### src/hw/hub_product_id_consts.svh
// Offsets, field positions and reset values of the product identifier registers
`ifndef HUB_PRODUCT_ID_CONSTS_SVH
`define HUB_PRODUCT_ID_CONSTS_SVH
`define PID_OFFS_LOW 8'h03
`define PID_OFFS_HIGH 8'h04
`define PID_USB2_FLIP_MASK 8'h02
`define PID_BYTE_MSB 7
`define PID_BYTE_LSB 0
`define PID_HIGH_MSB 15
`define PID_HIGH_LSB 8
`define PID_ZERO_BYTE 8'h00
`define PID_ZERO_WORD 16'h0000
// Built-in default identifier; the value is arbitrary
`define PID_BUILTIN_DEFAULT 16'h5A3C
`define PID_DEFAULT_LOW 8'h3C
`define PID_DEFAULT_HIGH 8'h5A
`define PID_DEFAULT_USB2 16'h5A3E
`endif

### src/hw/hub_product_id_pkg.sv
// Types shared by the product identifier register bank
package hub_product_id_pkg;
   typedef logic [7:0] byte_t;
   typedef logic [15:0] ident_t;
   typedef enum logic [1:0] {SRC_BUILTIN, SRC_OTP, SRC_CONFIG} ident_src_e;
   typedef enum {ACC_NONE, ACC_LOW, ACC_HIGH} reg_sel_e;
endpackage : hub_product_id_pkg

### src/hw/product_ident_sel_if.sv
// Carrier between the register bank and the identifier source selector
interface product_ident_sel_if;
   import hub_product_id_pkg::*;
   ident_t cfg_pid;
   ident_t cfg_vid;
   logic cfg_written;
   logic otp_valid;
   ident_t otp_pid;
   ident_t eff_pid;
   ident_src_e eff_src;
   modport regs (output cfg_pid, output cfg_vid, output cfg_written, output otp_valid,
                 output otp_pid, input eff_pid, input eff_src);
   modport sel (input cfg_pid, input cfg_vid, input cfg_written, input otp_valid,
                input otp_pid, output eff_pid, output eff_src);
endinterface : product_ident_sel_if

### src/hw/product_ident_select.sv
// Priority selection of the effective product identifier
`include "hub_product_id_consts.svh"
module product_ident_select
(
   input wire logic i_mclk,               // Core clock
   input wire logic i_reset_n,            // Asynchronous reset, active low
   product_ident_sel_if.sel sel_bus       // Sources in, effective value out
);
   import hub_product_id_pkg::*;

   logic cfg_use;
   logic otp_use;
   ident_t eff_pid_q;
   ident_src_e eff_src_q;

   // Config values win once either byte was written, unless both identifiers are zero
   assign cfg_use = sel_bus.cfg_written &&
                    ((sel_bus.cfg_pid != `PID_ZERO_WORD) ||
                     (sel_bus.cfg_vid != `PID_ZERO_WORD));
   assign otp_use = sel_bus.otp_valid && (sel_bus.otp_pid != `PID_ZERO_WORD);

   always_ff @(posedge i_mclk or negedge i_reset_n)
   begin
      if (!i_reset_n)
      begin
         eff_pid_q <= `PID_BUILTIN_DEFAULT;
         eff_src_q <= SRC_BUILTIN;
      end
      else if (cfg_use)
      begin
         eff_pid_q <= sel_bus.cfg_pid;
         eff_src_q <= SRC_CONFIG;
      end
      else if (otp_use)
      begin
         eff_pid_q <= sel_bus.otp_pid;
         eff_src_q <= SRC_OTP;
      end
      else
      begin
         eff_pid_q <= `PID_BUILTIN_DEFAULT;
         eff_src_q <= SRC_BUILTIN;
      end
   end

   assign sel_bus.eff_pid = eff_pid_q;
   assign sel_bus.eff_src = eff_src_q;
endmodule : product_ident_select

### src/hw/hub_product_id_regs.sv
// Product identifier register bank of the hub configuration space
`include "hub_product_id_consts.svh"
module hub_product_id_regs
(
   input wire logic i_mclk,                               // Core clock, 50 MHz
   input wire logic i_reset_n,                            // Asynchronous reset, active low
   input wire logic i_cfg_wr,                             // Config path write strobe
   input wire logic i_cfg_rd,                             // Config path read strobe
   input wire hub_product_id_pkg::byte_t i_cfg_addr,      // Config register offset
   input wire hub_product_id_pkg::byte_t i_cfg_wdata,     // Config write data
   input wire hub_product_id_pkg::ident_t i_cfg_vid,      // Vendor identifier as written
   input wire logic i_otp_valid,                          // One-time memory contents loaded
   input wire hub_product_id_pkg::ident_t i_otp_pid,      // Product identifier from one-time memory
   output logic o_cfg_ack,                                // Access taken for this block
   output hub_product_id_pkg::byte_t o_cfg_rdata,         // Read data, registered
   output logic o_cfg_rvalid,                             // Read data valid, one cycle
   output hub_product_id_pkg::ident_t o_pid_superspeed,   // SuperSpeed descriptor identifier
   output hub_product_id_pkg::ident_t o_pid_usb2,         // USB 2.0 descriptor identifier
   output hub_product_id_pkg::ident_src_e o_pid_source    // Source of the effective value
);
   import hub_product_id_pkg::*;

   function automatic reg_sel_e decode_offset(input byte_t addr);
      reg_sel_e sel;
      sel = ACC_NONE;
      if (addr == `PID_OFFS_LOW)
      begin
         sel = ACC_LOW;
      end
      else if (addr == `PID_OFFS_HIGH)
      begin
         sel = ACC_HIGH;
      end
      return sel;
   endfunction : decode_offset

   // USB 2.0 low byte differs from the effective low byte in a single bit
   function automatic byte_t usb2_low_byte(input byte_t low);
      return low ^ `PID_USB2_FLIP_MASK;
   endfunction : usb2_low_byte

   // Carrier to the source selector
   product_ident_sel_if sel_bus ();

   // Decoded strobes, stored bytes and registered outputs
   reg_sel_e wr_sel;
   reg_sel_e rd_sel;
   byte_t low_q;
   byte_t high_q;
   logic low_written_q;
   logic high_written_q;
   byte_t eff_low;
   byte_t eff_high;
   byte_t rdata_q;
   logic rvalid_q;
   ident_t ss_q;
   ident_t usb2_q;
   ident_src_e src_q;

   // Decoded strobes and the ack only count at the two offsets of this block
   assign wr_sel = i_cfg_wr ? decode_offset(i_cfg_addr) : ACC_NONE;
   assign rd_sel = i_cfg_rd ? decode_offset(i_cfg_addr) : ACC_NONE;
   assign o_cfg_ack = (wr_sel != ACC_NONE) || (rd_sel != ACC_NONE);

   // Stored low byte, written by the configuration path
   always_ff @(posedge i_mclk or negedge i_reset_n)
   begin
      if (!i_reset_n)
      begin
         low_q <= `PID_DEFAULT_LOW;
      end
      else if (wr_sel == ACC_LOW)
      begin
         low_q <= i_cfg_wdata;
      end
   end

   // Stored high byte, written by the configuration path
   always_ff @(posedge i_mclk or negedge i_reset_n)
   begin
      if (!i_reset_n)
      begin
         high_q <= `PID_DEFAULT_HIGH;
      end
      else if (wr_sel == ACC_HIGH)
      begin
         high_q <= i_cfg_wdata;
      end
   end

   // Each flag remembers that the configuration path supplied that byte
   always_ff @(posedge i_mclk or negedge i_reset_n)
   begin
      if (!i_reset_n)
      begin
         low_written_q <= 1'b0;
      end
      else if (wr_sel == ACC_LOW)
      begin
         low_written_q <= 1'b1;
      end
   end

   always_ff @(posedge i_mclk or negedge i_reset_n)
   begin
      if (!i_reset_n)
      begin
         high_written_q <= 1'b0;
      end
      else if (wr_sel == ACC_HIGH)
      begin
         high_written_q <= 1'b1;
      end
   end

   assign sel_bus.cfg_pid = {high_q, low_q};
   assign sel_bus.cfg_vid = i_cfg_vid;
   // A write to either byte hands the choice to the configuration values unless both identifiers are zero
   assign sel_bus.cfg_written = low_written_q || high_written_q;
   assign sel_bus.otp_valid = i_otp_valid;
   assign sel_bus.otp_pid = i_otp_pid;

   // Picks the configuration, one-time memory or built-in value
   product_ident_select u_select
   (
      .i_mclk (i_mclk),
      .i_reset_n (i_reset_n),
      .sel_bus (sel_bus.sel)
   );

   // Bytes of the identifier actually in use
   assign eff_low = sel_bus.eff_pid[`PID_BYTE_MSB:`PID_BYTE_LSB];
   assign eff_high = sel_bus.eff_pid[`PID_HIGH_MSB:`PID_HIGH_LSB];

   // Read data show the identifier in use, or zero after a read at another offset, and hold until the next read
   always_ff @(posedge i_mclk or negedge i_reset_n)
   begin
      if (!i_reset_n)
      begin
         rdata_q <= `PID_ZERO_BYTE;
      end
      else if (rd_sel == ACC_LOW)
      begin
         rdata_q <= eff_low;
      end
      else if (rd_sel == ACC_HIGH)
      begin
         rdata_q <= eff_high;
      end
      else if (i_cfg_rd)
      begin
         rdata_q <= `PID_ZERO_BYTE;
      end
   end

   // Read valid follows every read strobe, mapped or not
   always_ff @(posedge i_mclk or negedge i_reset_n)
   begin
      if (!i_reset_n)
      begin
         rvalid_q <= 1'b0;
      end
      else
      begin
         rvalid_q <= i_cfg_rd;
      end
   end

   // SuperSpeed descriptor identifier
   always_ff @(posedge i_mclk or negedge i_reset_n)
   begin
      if (!i_reset_n)
      begin
         ss_q <= `PID_BUILTIN_DEFAULT;
      end
      else
      begin
         ss_q <= sel_bus.eff_pid;
      end
   end

   // USB 2.0 descriptor identifier
   always_ff @(posedge i_mclk or negedge i_reset_n)
   begin
      if (!i_reset_n)
      begin
         usb2_q <= `PID_DEFAULT_USB2;
      end
      else
      begin
         usb2_q <= {eff_high, usb2_low_byte(eff_low)};
      end
   end

   // Source of the identifier in use
   always_ff @(posedge i_mclk or negedge i_reset_n)
   begin
      if (!i_reset_n)
      begin
         src_q <= SRC_BUILTIN;
      end
      else
      begin
         src_q <= sel_bus.eff_src;
      end
   end

   // Outputs come straight from the flip-flops above
   assign o_cfg_rdata = rdata_q;
   assign o_cfg_rvalid = rvalid_q;
   assign o_pid_superspeed = ss_q;
   assign o_pid_usb2 = usb2_q;
   assign o_pid_source = src_q;
endmodule : hub_product_id_regs

### config.mk
export PLATFORM = sky130hd
export DESIGN_NAME = hub_product_id_regs
export DESIGN_NICKNAME = d
export VERILOG_FILES = /design/src/hw/hub_product_id_pkg.sv /design/src/hw/product_ident_sel_if.sv /design/src/hw/product_ident_select.sv /design/src/hw/hub_product_id_regs.sv
export VERILOG_INCLUDE_DIRS = /design/src /design/src/hw
export SDC_FILE = /design/constraint.sdc
export NUM_CORES = 1
export LEC_CHECK = 0
export ABC_AREA = 1
export BUFFER_PORTS_ARGS = -buffer_cell sky130_fd_sc_hd__buf_2
export CAP_MARGIN = 20
export CORE_MARGIN = 1
export CORE_UTILIZATION = 50
export CTS_CLUSTER_DIAMETER = 200
export DETAILED_ROUTE_END_ITERATION = 7
export PLACE_DENSITY = 0.79
export SYNTH_ARGS = -nofsm -noshare
export SYNTH_HDL_FRONTEND = slang
export SYNTH_HIERARCHICAL = 1
export SYNTH_SLANG_ARGS = --single-unit
### constraint.sdc
create_clock -name i_mclk -period 2.3 [get_ports i_mclk]
set_clock_uncertainty 0.2 [all_clocks]
set_input_delay 0 -clock i_mclk [delete_from_list [all_inputs] [get_ports i_mclk]]
set_output_delay 0 -clock i_mclk [all_outputs]
set_load 0.01 [all_outputs]
==> metrics.yaml <==
outcome:
  status: "finished with violations"
  violations: "hold timing"
final_layout:
  fillers: 397
  area_growth_syn_to_layout_pct: 40.1
  fin_area_sq_um: 4050
  layout_common_cells: "buf_2, nand2_1, nand3_1"
  fin_cells: 537
  final_common_cell: "buf_2"
  drive_above_1_share_pct: 32.5
  n_antenna_cell: 0
  utilization_pct: 73.1
  finalNetCount: 513
drt:
  vias: 2688
  routed_wl_mm: 7.33
  drtIter0Drc: 149
  routedWlPerCell_um: 13.6
  viasPerCell: 5.01
  drc: 0
  firstDrtPassIters: 5
  ant_nets: 0
die:
  ios: 97
  die_area_sq_um: 6090
  dieWidth_um: 78.0
  core_sq_um: 5540
  fp-row-count: 27
  initial_utilization_pct: 52.2
  die_h_um: 78.0
setup_path:
  cp.required_ps: 2370
  reg2reg_slack_ps: 610
  crit_arrival_ps: 2230
  end_kind: "flop"
  timing.rr.end: "u_select/sel_bus.eff_src[0]"
  critPathCapture: "high_q[2]"
  rr_worst_depth: 7
  timing.rr.start: "low_q[1]"
  critPathLaunchType: "input pin"
  cp_max_fo: 13
  cp-startpoint: "i_cfg_addr[5]"
  crit_type: "input pin to flop"
power_and_ir_drop:
  finalPower_mw: 2.76
  ir_worst_vdd_v: 0.000565
  p_per_area_nw_per_um2: 680
  p_leak_nw: 2.20
sta:
  final_max_slew_viol_count: 0
  fin_crit_ps: 2160
  worst_slew_pin_slew_ps: 687
  fin_crit_sh_pct: 93.9
  tns_ps: 0
  setup_violations: 0
  fmax_mhz: 463
  relSlewSlack_pct: 54.2
  final_hold_viol_count: 1
  rsz0062_at_grt: "false"
  whs_ps: -4.72
clock_network:
  clk_pin_slew_ps: 70
  clock-sinks: 64
  clk_path_buf_depth: 2
  cts_inserted_buffers: 9
  clk-insertion-delay-late_ps: 330
  cts-root-buf: "clkbuf_8"
  cts_tree: "done"
  h-tree-depth: 3
synthesis:
  syn_avg_cell_area_sq_um: 8.79
  ys_ff_latch: 64
  yosysSeqAreaShare_pct: 56.5
  syn_inst: 329
  ys_warn_count: 6
  yosysUniqueCellTypes: 18
  synth.net_count: 382
  syn_area_sq_um: 2890
global_route:
  antenna_found_initial: 0
  grt_pass1_wl_mm: 12.0
  grt_pass1_vias: 2602
  grt_max_degree: 35
  grt_usage_pct: 26.2
  grt_overflow: 0
worst_hold_path:
  hp-class: "input pin to flop"
  hold_depth: 6
placed_design:
  gp_congestion: 0.856
  placed_area_sq_um: 3300
  dp_hpwl_mm: 4.61
  placedCellCount: 472
  io_buffers: 96
job:
  maxCapViolCount: 0
[cells by family (layout without fill, tap and decap cells)]
logic type / after synthesis / count (layout) / synth area share (%)
simple gates: 214 / 214 / 33.5
flops: 64 / 64 / 56.5
buf+inv: 50 / 186 / 9.48
compound gates: 1 / 1 / 0.563
[metal layers]
layer / vias to the layer above / track usage [%] / part of all wire (%)
met5: - / 0 / 0
met4: 0 / 11.7 / 2.9
met3: 21 / 5.47 / 5.2
met2: 116 / 46.7 / 52
met1: 1269 / 30.3 / 40
li1: 1282 / - / -
[cells in the mapped netlist, drive strengths merged]
| cell type | instances | share of area (%) |
|---|---|---|
| nand3b | 6 | 1.6 |
| clkbuf | 1 | 0.13 |
| o21ai | 1 | 0.56 |
| nand3 | 60 | 11 |
| nand2 | 100 | 14 |
| dfrtp | 39 | 34 |
| dfstp | 25 | 23 |
| buf | 25 | 6.2 |
| inv | 24 | 3.1 |
| nor2 | 48 | 7.8 |
[final cells by class]
cell class              count  area, sq um  share of cell area, %
flip-flops and latches     64         1630                   40.3
repair buffers            146          991                   24.5
multi-input cells         215          987                   24.4
clock buffers              11          131                   3.24
clock inverters             5          129                   3.18
inverters                  24         90.1                   2.22
well taps                  72         90.1                   2.22
[registers in the layout (all words and copies together), names as in the netlist]
name and flops:
o_cfg_rvalid 1, low_written_q 1, o_pid_superspeed 16, u_select/sel_bus.eff_pid 16
u_select/sel_bus.eff_src 2, high_written_q 1, high_q 8, o_pid_usb2 1
low_q 8, o_pid_source 2, o_cfg_rdata 8
[repair_timing]
item | CTS | global route
endpoints found under the hold margin | 93 | 0
setup endpoints to repair | 0 | 2
resized for setup | 0 | 1
hold buffers | 50 | 0
buffers inserted | 0 | 0
[through the flow]
step                worst slack, ps  hold WS, ps
floorplan                       829         -496
global placement                751         -125
detailed placement              679         -125
CTS                            83.5         7.69
global route                   64.8         36.0
finish                          139        -4.72
[worst max-delay path: stages]
cell	delay, ps
dlygate4sd3_1	540
buf_2	120
nor2_2	140
nand2_4	110
nor2_8	170
dlygate4sd3_1	880
nand3_1	150
nand2_1	100
[power breakdown]
| part | total, mW | switching, mW | internal (mW) |
|---|---|---|---|
| registers | 1.21 | 0.0264 | 1.18 |
| clock network | 1.25 | 0.422 | 0.833 |
| logic | 0.292 | 0.154 | 0.137 |
[worst min path at each step]
stage                     slack [ps]           from        endpoint
after detailed placement        -120      i_reset_n  o_cfg_rdata[6]
after CTS                          8  i_cfg_addr[3]  o_cfg_rdata[3]
after global placement          -120      i_reset_n  o_cfg_rdata[6]
final                             -5  i_cfg_addr[3]        low_q[6]
after floorplan                 -500      i_reset_n       high_q[0]
after global routing              40  i_cfg_addr[2]  o_cfg_rdata[6]
(Power assumes the default switching activity.)
